**src/pkg/fapc_pkg.sv**
```systemverilog
`default_nettype none
package fapc_pkg;
  // command bytes
  localparam logic [7:0] FAPC_CMD_READ = 8'h00;
  localparam logic [7:0] FAPC_CMD_PROG_SETUP = 8'h40;
  localparam logic [7:0] FAPC_CMD_RESET = 8'hff;
  localparam logic [7:0] FAPC_CMD_ERASE_SETUP = 8'h30;
  // status bit positions in the data byte
  localparam int FAPC_POLL_BIT = 7;
  localparam int FAPC_TOGGLE_BIT = 6;
  // bus timing at 20 MHz (50 ns period)
  localparam int FAPC_CLK_NS = 50;
  localparam int FAPC_T_WE_PULSE_NS = 50;
  localparam int FAPC_T_WE_HIGH_NS = 100;
  localparam int FAPC_T_ACC_NS = 120;
  localparam int FAPC_WE_LOW_CYC =
    (FAPC_T_WE_PULSE_NS + FAPC_CLK_NS - 1) / FAPC_CLK_NS;
  localparam int FAPC_WE_HIGH_CYC =
    (FAPC_T_WE_HIGH_NS + FAPC_CLK_NS - 1) / FAPC_CLK_NS;
  localparam int FAPC_RD_CYC = (FAPC_T_ACC_NS + FAPC_CLK_NS - 1) / FAPC_CLK_NS;
  localparam logic [3:0] FAPC_CNT_RST = 4'h0;
  // result codes reported to the user
  localparam logic [1:0] FAPC_RES_OK = 2'h0;
  localparam logic [1:0] FAPC_RES_FAIL = 2'h1;
  localparam logic [1:0] FAPC_RES_ABORT = 2'h2;
  // controller states
  typedef enum logic [3:0] {
    FAPC_IDLE = 4'h0,
    FAPC_WR_LOW = 4'h1,
    FAPC_WR_HIGH = 4'h2,
    FAPC_RD_LOW = 4'h3,
    FAPC_RD_HIGH = 4'h4,
    FAPC_DONE = 4'h5
  } fapc_state_e;
  // operation requested by the user
  typedef enum logic [1:0] {
    FAPC_OP_PROG = 2'h0,
    FAPC_OP_ABORT = 2'h1,
    FAPC_OP_READ = 2'h2
  } fapc_op_e;
endpackage
`default_nettype wire

```
**src/rtl/fapc_pulse_gen.sv**
```systemverilog
`default_nettype none
// strobe timer: holds a low phase then a high recovery phase
module fapc_pulse_gen
  import fapc_pkg::*;
#(
  parameter int LOW_CYC = 1, // strobe low cycles
  parameter int HIGH_CYC = 2 // recovery cycles
) (
  input wire logic clk_i, // system clock
  input wire logic rst_n_i, // async reset
  input wire logic start_i, // begin a strobe
  output logic low_o, // strobe asserted
  output logic busy_o // strobe or recovery running
);
  logic [3:0] cnt_reg; // remaining cycles
  logic ph_reg; // 1 while in low phase
  // phase counter
  always_ff @(posedge clk_i or negedge rst_n_i) begin
    if (!rst_n_i) begin
      cnt_reg <= FAPC_CNT_RST;
      ph_reg <= 1'b0;
    end else if (start_i && !busy_o) begin
      cnt_reg <= 4'(LOW_CYC);
      ph_reg <= 1'b1;
    end else if (cnt_reg > 4'h1) begin
      cnt_reg <= cnt_reg - 4'h1;
    end else if (ph_reg) begin
      // low done, start recovery
      cnt_reg <= 4'(HIGH_CYC);
      ph_reg <= 1'b0;
    end else begin
      cnt_reg <= FAPC_CNT_RST;
    end
  end
  assign low_o = ph_reg;
  assign busy_o = (cnt_reg != FAPC_CNT_RST);
endmodule
`default_nettype wire

```
**src/rtl/fapc_host.sv**
```systemverilog
// Behaviour
// write 40H to enter program setup
// next write strobe is program data
// address latched on strobe falling edge
// data latched, programming starts at rise
// no host control during programming
// done when toggle steady, bits match
// two FFH writes abort pending setup
// after failure, two FFH then command
// toggle bit inverts each read while busy
// toggle valid after second strobe rise
// poll bit complements data bit 7
// erase poll bit reads 0 then 1
// poll valid after second strobe rise
// device powers up read only
// low supply forces read only
// 00H selects array read mode
// host waits for completion before next
// mismatch on completion means failure
`default_nettype none
module fapc_host
  import fapc_pkg::*;
#(
  parameter int ADDR_W = 18 // flash address width
) (
  input wire logic CLK_SYS_I, // system clock 20 MHz
  input wire logic RST_N_I, // async reset, active low
  input wire logic REQ_VALID_I, // user request
  output logic REQ_READY_O, // controller idle
  input wire logic [1:0] REQ_OP_I, // fapc_op_e code
  input wire logic [ADDR_W-1:0] REQ_ADDR_I, // target address
  input wire logic [7:0] REQ_DATA_I, // byte to program
  output logic DONE_O, // one-cycle completion pulse
  output logic [1:0] RESULT_O, // result code
  output logic [7:0] RD_DATA_O, // last byte read
  output logic [ADDR_W-1:0] F_ADDR_O, // flash address pins
  output logic F_CE_N_O, // chip select, low active
  output logic F_OE_N_O, // output strobe, low active
  output logic F_WE_N_O, // write strobe, low active
  output logic [7:0] F_DQ_O, // data out
  output logic F_DQ_OE_O, // data drive enable
  input wire logic [7:0] F_DQ_I // data in
);
  fapc_state_e state_reg; // sequencer state
  fapc_op_e op_reg; // operation in hand
  logic [1:0] step_reg; // write index within sequence
  logic [7:0] data_reg; // byte being programmed
  logic [ADDR_W-1:0] addr_reg; // programmed address
  logic [7:0] prev_rd_reg; // previous status read
  logic have_prev_reg; // a previous read exists
  logic [3:0] rd_cnt_reg; // read access wait
  logic wr_start; // launch a write strobe
  logic we_low, we_busy; // strobe timer outputs

  // command byte for a given write step
  function automatic logic [7:0] cmd_byte(input fapc_op_e op, input logic [1:0] st,
                                          input logic [7:0] d);
    if (op == FAPC_OP_ABORT) cmd_byte = FAPC_CMD_RESET;
    else if (op == FAPC_OP_READ) cmd_byte = FAPC_CMD_READ;
    else if (st == 2'h0) cmd_byte = FAPC_CMD_PROG_SETUP;
    else cmd_byte = d;
  endfunction

  // index of the last write for an operation
  function automatic logic [1:0] last_step(input fapc_op_e op);
    last_step = (op == FAPC_OP_READ) ? 2'h0 : 2'h1;
  endfunction

  fapc_pulse_gen #(
    .LOW_CYC(FAPC_WE_LOW_CYC),
    .HIGH_CYC(FAPC_WE_HIGH_CYC)
  ) u_we (
    .clk_i(CLK_SYS_I),
    .rst_n_i(RST_N_I),
    .start_i(wr_start),
    .low_o(we_low),
    .busy_o(we_busy)
  );

  assign REQ_READY_O = (state_reg == FAPC_IDLE);
  assign wr_start = (state_reg == FAPC_WR_LOW) && !we_busy;

  // main sequencer
  always_ff @(posedge CLK_SYS_I or negedge RST_N_I) begin
    if (!RST_N_I) begin
      state_reg <= FAPC_IDLE;
      op_reg <= FAPC_OP_READ;
      step_reg <= 2'h0;
      data_reg <= 8'h00;
      addr_reg <= '0;
      have_prev_reg <= 1'b0;
      prev_rd_reg <= 8'h00;
      rd_cnt_reg <= FAPC_CNT_RST;
      DONE_O <= 1'b0;
      RESULT_O <= FAPC_RES_OK;
      RD_DATA_O <= 8'h00;
    end else begin
      DONE_O <= 1'b0;
      unique case (state_reg)
        FAPC_IDLE: begin
          // take a request only when idle
          if (REQ_VALID_I) begin
            // the spare code falls back to read mode, never a blind program
            op_reg <= (REQ_OP_I == 2'h3) ? FAPC_OP_READ : fapc_op_e'(REQ_OP_I);
            data_reg <= REQ_DATA_I;
            addr_reg <= REQ_ADDR_I;
            step_reg <= 2'h0;
            have_prev_reg <= 1'b0;
            state_reg <= FAPC_WR_LOW;
          end
        end
        FAPC_WR_LOW: begin
          // strobe launched this cycle
          if (wr_start) state_reg <= FAPC_WR_HIGH;
        end
        FAPC_WR_HIGH: begin
          // wait until strobe and recovery finish
          if (!we_busy) begin
            if (step_reg != last_step(op_reg)) begin
              step_reg <= step_reg + 2'h1;
              state_reg <= FAPC_WR_LOW;
            end else if (op_reg == FAPC_OP_PROG) begin
              // device runs alone; host only polls
              state_reg <= FAPC_RD_LOW;
              // one extra cycle: the output strobe pin lags the state by a flop
              rd_cnt_reg <= 4'(FAPC_RD_CYC + 1);
            end else begin
              RESULT_O <= (op_reg == FAPC_OP_ABORT) ? FAPC_RES_ABORT : FAPC_RES_OK;
              state_reg <= FAPC_DONE;
            end
          end
        end
        FAPC_RD_LOW: begin
          // hold output strobe for access time
          if (rd_cnt_reg > 4'h1) begin
            rd_cnt_reg <= rd_cnt_reg - 4'h1;
          end else begin
            prev_rd_reg <= F_DQ_I;
            have_prev_reg <= 1'b1;
            RD_DATA_O <= F_DQ_I;
            state_reg <= FAPC_RD_HIGH;
            // toggle steady across two reads ends the algorithm
            if (have_prev_reg &&
                F_DQ_I[FAPC_TOGGLE_BIT] == prev_rd_reg[FAPC_TOGGLE_BIT]) begin
              // status bits must equal the written ones
              if (F_DQ_I[FAPC_POLL_BIT] == data_reg[FAPC_POLL_BIT] &&
                  F_DQ_I[FAPC_TOGGLE_BIT] == data_reg[FAPC_TOGGLE_BIT])
                RESULT_O <= FAPC_RES_OK;
              else
                RESULT_O <= FAPC_RES_FAIL;
              state_reg <= FAPC_DONE;
            end
          end
        end
        FAPC_RD_HIGH: begin
          // one idle cycle between polls so each read is distinct
          rd_cnt_reg <= 4'(FAPC_RD_CYC + 1);
          state_reg <= FAPC_RD_LOW;
        end
        FAPC_DONE: begin
          DONE_O <= 1'b1;
          state_reg <= FAPC_IDLE;
        end
        default: state_reg <= FAPC_IDLE;
      endcase
    end
  end

  // pin drive; address changes on the edge the first strobe falls, then held past the last rise
  always_ff @(posedge CLK_SYS_I or negedge RST_N_I) begin
    if (!RST_N_I) begin
      F_ADDR_O <= '0;
      F_DQ_O <= 8'h00;
      F_DQ_OE_O <= 1'b0;
    end else begin
      F_ADDR_O <= addr_reg;
      F_DQ_O <= cmd_byte(op_reg, step_reg, data_reg);
      F_DQ_OE_O <= (state_reg == FAPC_WR_LOW) || (state_reg == FAPC_WR_HIGH);
    end
  end

  // strobes from state, write strobe from timer
  always_ff @(posedge CLK_SYS_I or negedge RST_N_I) begin
    if (!RST_N_I) begin
      F_CE_N_O <= 1'b1;
      F_OE_N_O <= 1'b1;
    end else begin
      F_CE_N_O <= (state_reg == FAPC_IDLE) || (state_reg == FAPC_DONE);
      F_OE_N_O <= (state_reg != FAPC_RD_LOW);
    end
  end
  assign F_WE_N_O = !we_low;

  // checks
  property p_we_not_with_oe;
    @(posedge CLK_SYS_I) disable iff (!RST_N_I) !F_WE_N_O |-> F_OE_N_O;
  endproperty
  a_we_not_with_oe: assert property (p_we_not_with_oe)
    else $error("write and output strobe low together");
  property p_setup_first;
    @(posedge CLK_SYS_I) disable iff (!RST_N_I)
      $fell(F_WE_N_O) && op_reg == FAPC_OP_PROG && step_reg == 2'h0
      |-> F_DQ_O == FAPC_CMD_PROG_SETUP && F_DQ_OE_O;
  endproperty
  a_setup_first: assert property (p_setup_first)
    else $error("program setup byte wrong");
  property p_data_second;
    @(posedge CLK_SYS_I) disable iff (!RST_N_I)
      $fell(F_WE_N_O) && op_reg == FAPC_OP_PROG && step_reg == 2'h1
      |-> F_DQ_O == data_reg && F_ADDR_O == addr_reg;
  endproperty
  a_data_second: assert property (p_data_second)
    else $error("program data cycle wrong");
  property p_abort_ff;
    @(posedge CLK_SYS_I) disable iff (!RST_N_I)
      $fell(F_WE_N_O) && op_reg == FAPC_OP_ABORT |-> F_DQ_O == FAPC_CMD_RESET;
  endproperty
  a_abort_ff: assert property (p_abort_ff)
    else $error("abort byte not FFH");
  property p_read_cmd;
    @(posedge CLK_SYS_I) disable iff (!RST_N_I)
      $fell(F_WE_N_O) && op_reg == FAPC_OP_READ |-> F_DQ_O == FAPC_CMD_READ;
  endproperty
  a_read_cmd: assert property (p_read_cmd)
    else $error("read command not 00H");
  property p_busy_no_req;
    @(posedge CLK_SYS_I) disable iff (!RST_N_I)
      (state_reg == FAPC_RD_LOW || state_reg == FAPC_RD_HIGH) |-> F_WE_N_O;
  endproperty
  a_busy_no_req: assert property (p_busy_no_req)
    else $error("write strobe during status polling");
  property p_done_pulse;
    @(posedge CLK_SYS_I) disable iff (!RST_N_I) DONE_O |=> !DONE_O && REQ_READY_O;
  endproperty
  a_done_pulse: assert property (p_done_pulse)
    else $error("done not a single pulse");
  property p_fail_mismatch;
    @(posedge CLK_SYS_I) disable iff (!RST_N_I)
      DONE_O && op_reg == FAPC_OP_PROG && RESULT_O == FAPC_RES_OK
      |-> RD_DATA_O[7:6] == data_reg[7:6];
  endproperty
  a_fail_mismatch: assert property (p_fail_mismatch)
    else $error("ok result with mismatching bits");
  property p_we_width;
    @(posedge CLK_SYS_I) disable iff (!RST_N_I) $fell(F_WE_N_O) |=> $rose(F_WE_N_O);
  endproperty
  a_we_width: assert property (p_we_width)
    else $error("write strobe width wrong");
  c_prog: cover property (@(posedge CLK_SYS_I) DONE_O && op_reg == FAPC_OP_PROG);
  c_fail: cover property (@(posedge CLK_SYS_I) DONE_O && RESULT_O == FAPC_RES_FAIL);
  c_abort: cover property (@(posedge CLK_SYS_I) DONE_O && op_reg == FAPC_OP_ABORT);
endmodule
`default_nettype wire

```
**config.mk**
```make
export PLATFORM = sky130hd
export DESIGN_NAME = fapc_host
export DESIGN_NICKNAME = d
export VERILOG_FILES = /design/src/pkg/fapc_pkg.sv /design/src/rtl/fapc_pulse_gen.sv /design/src/rtl/fapc_host.sv
export SDC_FILE = /design/constraint.sdc
export NUM_CORES = 1
export LEC_CHECK = 0
export BUFFER_PORTS_ARGS = -buffer_cell sky130_fd_sc_hd__clkbuf_2
export CAP_MARGIN = 20
export CORE_MARGIN = 2
export CORE_UTILIZATION = 53
export CTS_BUF_LIST = sky130_fd_sc_hd__clkbuf_8 sky130_fd_sc_hd__clkbuf_16
export DETAILED_ROUTE_END_ITERATION = 6
export GPL_TIMING_DRIVEN = 0
export HOLD_SLACK_MARGIN = 0.05
export PLACE_DENSITY_LB_ADDON = 0.08
export SLEW_MARGIN = 20
export SYNTH_ARGS = -nofsm -noshare
export SYNTH_HDL_FRONTEND = slang
export SYNTH_SLANG_ARGS = --single-unit
export TNS_END_PERCENT = 5
```
**constraint.sdc**
```tcl
create_clock -name CLK_SYS_I -period 2.2 [get_ports CLK_SYS_I]
set_clock_uncertainty 0.15 [all_clocks]
set_input_delay 0.44 -clock CLK_SYS_I [delete_from_list [all_inputs] [get_ports CLK_SYS_I]]
set_output_delay 0.44 -clock CLK_SYS_I [all_outputs]
set_load 0.05 [all_outputs]
```
# [Word-level counts from Yosys, hierarchy flattened]
# Cells that the tools add are included.
[classes] add_sub_neg=3 magnitude_cmp=2 eq_ne=24 muxes=39 n_bitwise=1 reduce_logical=23
[op_table] op="two-way mux 4 bit" n=10
[op_table] op="two-way mux 8 bit" n=3
[op_table] op="two-way mux 2 bit" n=11
[op_table] op="one-hot mux 4 bit (5 select lines)" n=1
[op_table] op="!= test 2 bit, second input constant" n=9
[op_table] op="one-hot mux 4 bit (3 select lines)" n=1
[op_table] op="== test 4 x 2 -> 1 bit, second input constant" n=2
[op_table] op="== test 4 x 3 -> 1 bit, second input constant" n=2
[op_table] op="> comparator 4 x 1 -> 1 bit, second input constant" n=2
[op_table] op="two-way mux 1 bit" n=8
[op_table] op="one-hot mux 2 bit (2 select lines)" n=2
[op_table] op="AND reduction 4 bit" n=2
[op_table] op="subtractor 4 x 1 -> 4 bit, second input constant" n=2
[op_table] op="two-way mux 3 bit" n=2
[op_table] op="AND reduction 6 bit" n=1
[op_table] op="nonzero test 2 bit" n=3
[op_table] op="AND reduction 5 bit" n=1
[op_table] op="== test 2 bit, second input constant" n=2
[op_table] op="== test 4 x 1 -> 1 bit, second input constant" n=1
[op_table] op="logical AND 1 bit" n=4
[op_table] op="logical NOT 2 bit" n=2
[op_table] op="logical NOT 4 bit" n=1
[op_table] op="!= test 2 x 1 -> 1 bit, second input constant" n=2
[op_table] op="!= test 4 x 2 -> 1 bit, second input constant" n=1
[op_table] op="12 further kinds" n=17
[totals] register_bits=84 in_bits=39 output_inout_bits=42

# [Logic depth before layout (Yosys ltp)]
# Gate-level depths: netlist of run 1.
[logic_depth] depth_word=6 depth_mapped=8

# [Hierarchy]
# A second synthesis of run 1 with hierarchy kept.
[unflattened] cells_unflattened=262 area_unflattened_um2=3377.0
[modules_own_cells] mod="fapc_host" n_inst=1 cells_each=235 area_each_um2=3110.5
[modules_own_cells] mod="fapc_pulse_gen" n_inst=1 cells_each=27 area_each_um2=266.5

# [Worst setup path before layout of run 1]
# Ideal clock, no wire load.
[synth_timing] kind="register to register" startpoint="reg state_reg[2]" endpoint="reg addr_reg[10]" setup_time_ps=65 t_arrival_ps=2462 path_slack_ps=-477 stages_incl_launch_ff=8 path_buffers=3 path_cell_list="dfrtp_1 clkbuf_1 nor3_1 and2_1 buf_2 buf_2 nand2_1 nand2_1"
[synth_via] elab_chain_len=2
[synth_rtl] item="from (decl)" line="fapc_host.sv:44" text="fapc_state_e state_reg;"
[synth_rtl] item="from (signal assigned)" line="fapc_host.sv:86" text="state_reg <= FAPC_IDLE;"
[synth_rtl] item="from (signal assigned)" line="fapc_host.sv:109" text="state_reg <= FAPC_WR_LOW;"
[synth_rtl] item="from (signal assigned)" line="fapc_host.sv:114" text="if (wr_start) state_reg <= FAPC_WR_HIGH;"
[synth_rtl] item="logical NOT 4 bit"
[synth_rtl] item="named net REQ_READY_O" line="fapc_host.sv:29" text="output logic REQ_READY_O,"
[synth_rtl] item="AND reduction 2 bit (no line)"
[synth_rtl] item="to (signal assigned)" line="fapc_host.sv:90" text="addr_reg <= '0;"
[synth_rtl] item="to (signal assigned)" line="fapc_host.sv:106" text="addr_reg <= REQ_ADDR_I;"
[synth_rtl] item="to (decl)" line="fapc_host.sv:48" text="logic [ADDR_W-1:0] addr_reg;"
# The timed path passes the listed nets, and every way through them passes these cells.
# A chain may end at the register's enable or synchronous reset.

# [Worst setup path in the final report of run 1]
[layout_timing] startpoint="reg state_reg[2]" endpoint="out REQ_READY_O"
[layout_via] elab_chain_len=1
[layout_rtl] item="logical NOT 4 bit" line="fapc_host.sv:80" text="assign REQ_READY_O = (state_reg == FAPC_IDLE);"
[layout_rtl] item="to (decl)" line="fapc_host.sv:29"
# Every way passes these cells.

==> impl.org, run 1 <==
** Pwr
- Dividing total power by cell area gives a power density of about 1700 nW/um2.
- Worst vdd rail ir drop :: about 0.99 mV
- Final total power :: between 7 and 8 mW
- Leak pwr :: roughly 2.1 nW

** Final layout
- The layout has roughly 460 filler cells.
- At the end of the flow, the number of nets in the layout was between 400 and 500.
- Fraction of layout cells with a size suffix above 1 :: 0.312
- Most common cell after layout, fill and taps aside :: sky130_fd_sc_hd__nand2_1
- The number of antenna diodes in the final layout is 0.
- Relative to the synthesized area, the layout overhead comes to 23.5%.
- Most frequent cells in the layout :: sky130_fd_sc_hd__nand2_1, sky130_fd_sc_hd__dfrtp_1, sky130_fd_sc_hd__clkbuf_2
- Once layout is complete, the cells apart from fillers number ~500.

** Route
- Using the TritonRoute via totals, the vias-per-cell ratio works out to between 5 and 6.
- Pre-antenna DRT Iters :: 4
- # DRC :: 0
- Post-route ant nets :: 0
- Drt initial violations :: 140
- Via count of the routed design :: around 2500
- Dividing the detail-routed wire length by the instance count gives around 13 um.
- Wires add up to 6.48 mm.

** Worst setup path
- Slowest stage cell, crit path :: sky130_fd_sc_hd__dfrtp_1
- The number of buffers and inverters on the critical path is 2.
- Maximum net fanout on the critical path :: 9
- The worst register-to-register path has a depth of 8.
- Following the worst setup path forward leads to its endpoint at REQ_READY_O.
- Critical path depth in cells :: 3
- For the worst setup path, the data required time is 1610 ps.
- Type of the setup path with the least slack :: reg2out
- The worst setup path is captured at a primary output.
- Minimum setup slack among reg-to-reg paths :: 110 ps
- CP peak stage delay :: 360 ps
- Beginning of the worst register-to-register path :: u_we.cnt_reg[0]
- In this run the worst setup path begins at state_reg[2].
- Endpoint of the lowest-slack register-to-register path :: rd_cnt_reg[2]
- Cell family with the largest share of critical-path delay :: buffers and inverters
- Crit start category :: flop
- Arrival time at the worst endpoint :: about 1500 ps
- The critical path goes through clkbuf_1, nor3_2, clkbuf_4.

** Synthesis
- In this run the mean area of a mapped cell was 10.5 um2.
- Synth Instances :: about 320
- In the synthesized netlist the async set-or-reset flop fraction comes to 1.00.
- Count of flip-flops with a built-in enable after synthesis :: 0
- After synthesis, the netlist uses 42 different library cells.
- Post-synthesis sequential area ratio :: 0.624
- In this run, synthesis produced a sequential element count of 83.
- Yosys printed 0 warnings.
- Post-Syn Area :: 3330 um2
- When the netlist entered floorplanning its net count stood at roughly 360.
- Among all flip-flop cells after synthesis, the most frequent one is sky130_fd_sc_hd__dfrtp_1.

** Placed design
- Final RePlAce weighted congestion :: approximately 0.78
- Number of input and output port buffers inserted :: 80
- Post-Place Cells :: between 400 and 500
- Detailed Place HPWL :: 4.71 mm
- Timing analysis after detailed placement gives a worst setup slack of between 20 and 25 ps.

** Global route
- Via count of the first global-routing pass :: roughly 2500
- Entering global routing, the biggest net connects 52 pins.
- The total overflow left after global routing is 0.
- The initial antenna violation count is 0.
- Across every metal layer, demand over resource in global routing totals 0.203.
- Wire length of the first global-routing pass :: about 11 mm

** Flow run
- Count of maximum capacitance violations :: 0

** Die
- For this design the top-level I/O count stands at 81.
- DIE AREA :: slightly below 7000 um2
- For this configuration, the core starts out at a cell density of 0.556.
- Chip height :: 83.3 um
- The floorplan step defined a core boundary enclosing roughly 6000 um2.
- Row count :: 28
- Width of the chip :: around 83 um

** Clock tree
- Clock latency on the worst-skew pair :: around 330 ps
- Counting every sink on the clock net gives slightly above 80.
- In this run, CTS created clock tree buffers numbering 9.
- Clock tree from TritonCTS :: done
- The cell sitting at the root of the clock tree is a sky130_fd_sc_hd__clkbuf_8.
- H-tree level count :: 3
- Counting along the longest clock path gives a buffer depth of 2.
- After clock tree synthesis, the clock-pin slew on the worst setup and hold paths is roughly 80 ps.

** Hold path
- Hold Crit Class :: in2reg

** Timing
- Headroom to the max-slew limit came out at 0.545.
- Setup violations remaining at the end of the flow were counted as 0.
- Transition time at the pin with the least slew margin :: roughly 680 ps
- Setup repair after global routing missed its margin :: true
- Number of slew-limit violations in the final report :: 0
- Min cycle time layout :: between 2000 and 2500 ps
- The number of hold violations in the final report is 0.
- Dividing the final minimum period by the clock period gives 0.958.
- Least setup slack across all paths after layout :: about 93 ps
- Achievable Freq :: 475 MHz

** Run status
- The run finished with clean final reports.
-- cells by family after synthesis --
family,after synthesis,synth area share
buf+inv,26,0.0312
fa+ha+maj,5,0.0188
simple gates,140,0.178
mux,15,0.0492
compound gates,46,0.0901
xor+xnor,3,0.00789
flops,83,0.624
-- Yosys cell counts (2+ instances only) --
library cell / instances / share of area
sky130_fd_sc_hd__mux2_2: 11 / 0.037
sky130_fd_sc_hd__inv_1: 13 / 0.015
sky130_fd_sc_hd__nand3b_1: 2 / 0.0045
sky130_fd_sc_hd__nor2b_1: 2 / 0.0038
sky130_fd_sc_hd__a21oi_1: 11 / 0.017
sky130_fd_sc_hd__buf_2: 5 / 0.0075
sky130_fd_sc_hd__a21o_1: 3 / 0.0068
sky130_fd_sc_hd__clkbuf_1: 8 / 0.0090
sky130_fd_sc_hd__mux2i_1: 4 / 0.012
sky130_fd_sc_hd__nor3_1: 6 / 0.0090
sky130_fd_sc_hd__ha_1: 5 / 0.019
sky130_fd_sc_hd__dfstp_2: 3 / 0.024
sky130_fd_sc_hd__or2_2: 2 / 0.0038
sky130_fd_sc_hd__nand2_1: 100 / 0.11
sky130_fd_sc_hd__nand4_1: 3 / 0.0056
sky130_fd_sc_hd__dfrtp_1: 80 / 0.60
sky130_fd_sc_hd__o21a_1: 2 / 0.0045
sky130_fd_sc_hd__nand3_1: 4 / 0.0060
sky130_fd_sc_hd__o21ai_0: 14 / 0.021
sky130_fd_sc_hd__xor2_1: 2 / 0.0053
sky130_fd_sc_hd__o2bb2ai_1: 2 / 0.0053
sky130_fd_sc_hd__o22ai_1: 4 / 0.0075
sky130_fd_sc_hd__nor2_1: 13 / 0.015
-- metal layers --
layer / vias to the layer above / part of all wire / GRT usage
li1: 1240 / - / -
met3: 7 / 0.061 / 0.0497
met5: - / 0 / 0
met2: 71 / 0.47 / 0.310
met4: 0 / 0.011 / 0.0790
met1: 1192 / 0.46 / 0.281
-- stage by stage --
| stage | hold slack [ps] | utilization | instance area, um2 | setup TNS [ps] |
|---|---|---|---|---|
| after detailed placement | 211 | 0.643 | 3850 | 0 |
| after global routing | 134 | 0.687 | 4110 | -57.1 |
| final | 138 | 0.687 | 4110 | 0 |
| after global placement | 206 | 0.640 | 3830 | -21070 |
| after CTS | 123 | 0.681 | 4080 | 0 |
| after floorplan | -5.59 | - | 3340 | 0 |
-- power breakdown --
part / switching [mW] / leakage (nW) / internal [mW] / total, mW
Combinational: 2.39 / 0.973 / 1.01 / 3.40
Clock: 0.503 / 0.108 / 0.660 / 1.16
Sequential: 0.360 / 1.03 / 2.22 / 2.58
-- final cells by class --
| class | instances | area [um2] | area share |
|---|---|---|---|
| buffer | 13 | 55.1 | 0.0134 |
| clock buffer | 10 | 138 | 0.0335 |
| clock inverter | 5 | 77.6 | 0.0189 |
| inverter | 13 | 48.8 | 0.0119 |
| multi-input combinational | 209 | 1170 | 0.284 |
| sequential | 83 | 2080 | 0.506 |
| tap | 75 | 93.8 | 0.0228 |
| timing repair buffer | 84 | 450 | 0.109 |
-- repair_timing --
action | CTS | global route
buffers inserted | 0 | 2
hold buffers | 1 | 0
endpoints found under the setup margin | 0 | 14
gates resized for setup | 0 | 7
endpoints found under the hold margin | 49 | 0
-- worst min-delay path by stage --
stage,from,cells after the start,slack [ps],to
detailed placement,addr_reg[13],0,210,F_ADDR_O[13]
global route,REQ_ADDR_I[10],3,130,addr_reg[10]
finish,REQ_DATA_I[5],3,140,data_reg[5]
floorplan,RST_N_I,0,-6,DONE_O
CTS,REQ_OP_I[1],3,120,op_reg[1]
global placement,addr_reg[13],0,210,F_ADDR_O[13]
-- worst register-to-register path: cells and delay by family (launching register included) --
family | cells | cell delay (ps)
adder cells (fa/ha/maj) | 1 | 170
flip-flops | 1 | 430
AO/OA/AOI/OAI | 2 | 330
AND/OR/NAND/NOR | 3 | 660
buffers and inverters | 2 | 260
No activity file was read; power rests on OpenSTA's default activity.
==> inputs of run 2 (changes only) <==
PLACE_DENSITY = 0.79   (was default)
PLACE_DENSITY_LB_ADDON = default   (was 0.08)
==> impl.org, run 2 (same netlist as run 1, synthesis figures left out) <==
** Run status
- Result of the run :: complete, no violations

** Final layout
- Leaving out fill and tap cells, the most frequent cell in the layout is sky130_fd_sc_hd__nand2_1.
- At the end of the flow, the number of nets in the layout was 458.
- Area of the multi-input gates :: around 1200 um2
- Most frequent cells in the layout :: sky130_fd_sc_hd__nand2_1, sky130_fd_sc_hd__dfrtp_1, sky130_fd_sc_hd__clkbuf_2
- Excluding fillers, the count of instances in the completed layout stands at 494.
- Final non-filler cell area :: ~4100 um2
- Compared with the post-synthesis result, the final layout area differs by 24.0%.
- Fraction of layout cells with a size suffix above 1 :: 0.310
- The number of antenna diodes in the final layout is 0.
- The layout has 478 filler cells.
- Summing all flip-flop and latch instances after layout gives ~2100 um2.

** Route
- # DRC :: 0
- Once detail routing completed, the nets flagged for antenna violations numbered 0.
- Drt initial violations :: roughly 120
- Post-DR wirelength/cell :: 13.4 um
- Routed vias/inst :: between 5 and 6
- Wire length after detailed routing :: 6.64 mm
- Pre-antenna DRT Iters :: 4
- Summing over every cut layer, the via total after detailed routing is about 2600.

** Clock tree
- For the worst-skew pair, the clock arrives at the later sink with an insertion delay of between 300 and 400 ps.
- Buffers inserted during clock tree synthesis total 9.
- Clock-pin slew reported for the worst setup and hold paths after clock tree synthesis :: ~90 ps
- Sink count of the clock tree :: 83
- CTS root buffer :: sky130_fd_sc_hd__clkbuf_8
- Maximum root-to-sink buffer count :: 2
- H-tree level count :: 3
- TritonCTS built the clock tree.

** Hold path
- The worst hold path terminates at addr_reg[1].
- Min-Delay Path Depth :: 3
- Hold path start :: REQ_ADDR_I[1]
- Hold Crit Class :: in2reg

** Pwr
- Worst vdd rail ir drop :: 1.05 mV
- Clock network fraction of design power :: 0.165
- The internal portion of the total power is around 3.9 mW.
- Leak pwr :: around 2.1 nW
- Of the total power, the share spent switching nets is 0.457.
- Comb pwr share :: 0.477
- Total power divided by cell area :: between 1500 and 2000 nW/um2
- The analysis attributes to net switching a power of roughly 3.3 mW.
- Share of power burned in registers :: 0.358

** Placed design
- At the end of routability-driven placement, the weighted congestion stood at approximately 0.85.
- The count of buffers added on input and output ports is 80.
- Pre-CTS setup slack :: -11.1 ps
- Summing all placed instances gives a cell area of 3850 um2.
- Detailed Place HPWL :: ~4.8 mm
- Post-Place Cells :: 474

** Global route
- In the global route stage, overall resource usage came out at 0.202.
- Entering global routing, the biggest net connects 52 pins.
- The first global-routing pass estimated around 11 mm of wire.
- Via count of the first global-routing pass :: approximately 2600
- Remaining global-route overflow :: 0
- The initial antenna violation count was 0.

** Worst setup path
- At the worst endpoint, the required time is 2310 ps.
- Among all stages on the critical path, the largest delay is contributed by sky130_fd_sc_hd__dfrtp_1.
- The critical path in this run is classified as reg2reg.
- The worst register-to-register path begins at u_we.cnt_reg[0].
- In this run the worst path has a maximum fanout of 7.
- Arrival time at the worst endpoint :: between 2000 and 2500 ps
- Setup slack on the worst reg-to-reg path comes out at roughly 95 ps.
- The worst register-to-register path ends at rd_cnt_reg[2].
- Kind of end point of the critical path :: flop
- FF-to-FF path depth :: 8
- STA classifies the critical path startpoint as a flop.
- On the worst path, the slowest cell contributes a delay of between 400 and 500 ps.
- Critical Path, Cell by Cell :: inv_2, ha_4, or3b_1, buf_2, and4bb_1, a311o_2, nand2_2, o31ai_2

** Timing
- Setup repair after global routing could not meet its margin everywhere.
- The number of hold violations in the final report was 0.
- Headroom to the max-slew limit came out at 0.550.
- Transition time at the pin with the least slew margin :: between 600 and 700 ps
- Setup violations remaining at the end of the flow were counted as 0.
- Achievable Freq :: ~480 MHz
- The clock period could shrink to approximately 2100 ps.
- Least setup slack across all paths after layout :: about 95 ps
- The count of final max-slew check failures was 0.
- Adding up every negative setup slack in the final design gives 0 ps.
- Dividing the final minimum period by the clock period gives 0.957.

** Die
- Chip height :: between 80 and 90 um
- Initial standard-cell utilization of the core :: 0.556
- Number of placed I/O pins :: 81
- Width of the chip :: roughly 83 um
- Row generation in the floorplan step produced 28 rows.
- DIE AREA :: approximately 6900 um2
- The region available for standard cell placement spans roughly 6000 um2.

** Flow run
- Count of maximum capacitance violations :: 0
[run 2: cell types whose count changed in the layout (fill, tap and decap cells not counted), sizes merged]
cell,delta
clkinv,-1
inv,+3
clkinvlp,-1
buf,+1
[run 2: what timing repair did]
action | 4_1_cts | 5_1_grt
hold endpoints to repair | 49 | 0
resized for setup | 2 | 5
pin swaps | 0 | 1
setup endpoints to repair | 3 | 13
setup buffers | 0 | 3
hold buffers | 1 | 0
[run 2: layout make-up]
type | count | share of cell area
timing repair buffer | 85 | 0.111
tap | 75 | 0.0227
multi-input combinational | 209 | 0.285
inverter | 13 | 0.0118
sequential | 83 | 0.504
buffer | 13 | 0.0133
clock inverter | 6 | 0.0197
clock buffer | 10 | 0.0333
[run 2: how the worst max path moves through the flow]
stage	to	start	cells after the start	slack, ps
final	rd_cnt_reg[2]	u_we.cnt_reg[0]	8	100
after global routing	rd_cnt_reg[2]	u_we.cnt_reg[0]	8	-20
after CTS	rd_cnt_reg[2]	u_we.cnt_reg[0]	8	10
after detailed placement	rd_cnt_reg[2]	u_we.cnt_reg[0]	8	-10
after global placement	rd_cnt_reg[0]	RST_N_I	1	-220
after floorplan	addr_reg[10]	state_reg[2]	7	20
[run 2: per-stage QoR]
step	hold WS (ps)	util	total power, mW
after global placement	205	0.640	5.81
final	122	0.690	7.21
after CTS	112	0.682	7.15
after global routing	113	0.690	7.68
after floorplan	-5.59	-	5.13
after detailed placement	210	0.643	5.95
[run 2: power by group through the flow]
stage / clock [mW] / combinational [mW] / sequential, mW
floorplan: 0 / 1.49 / 3.65
global placement: 0 / 3.24 / 2.58
finish: 1.19 / 3.43 / 2.58
global route: 1.27 / 3.75 / 2.66
detailed placement: 0 / 3.34 / 2.61
CTS: 1.21 / 3.36 / 2.58
[run 2: layer usage]
| metal | vias to the layer above | global-route usage | share of wire |
|---|---|---|---|
| met1 | 1240 | 0.257 | 0.45 |
| met5 | - | 0 | 0 |
| met3 | 10 | 0.0656 | 0.069 |
| met4 | 0 | 0.0745 | 0.015 |
| met2 | 77 | 0.323 | 0.47 |
| li1 | 1242 | - | - |
[run 2: worst max-delay path: cells and delay by family, from the launching register on]
kind / cells / cell delay (ps)
AOI/OAI and AO/OA: 2 / 350
adders and majority gates: 1 / 160
buffers and inverters: 2 / 250
DFF: 1 / 420
and+or+nand+nor: 3 / 680
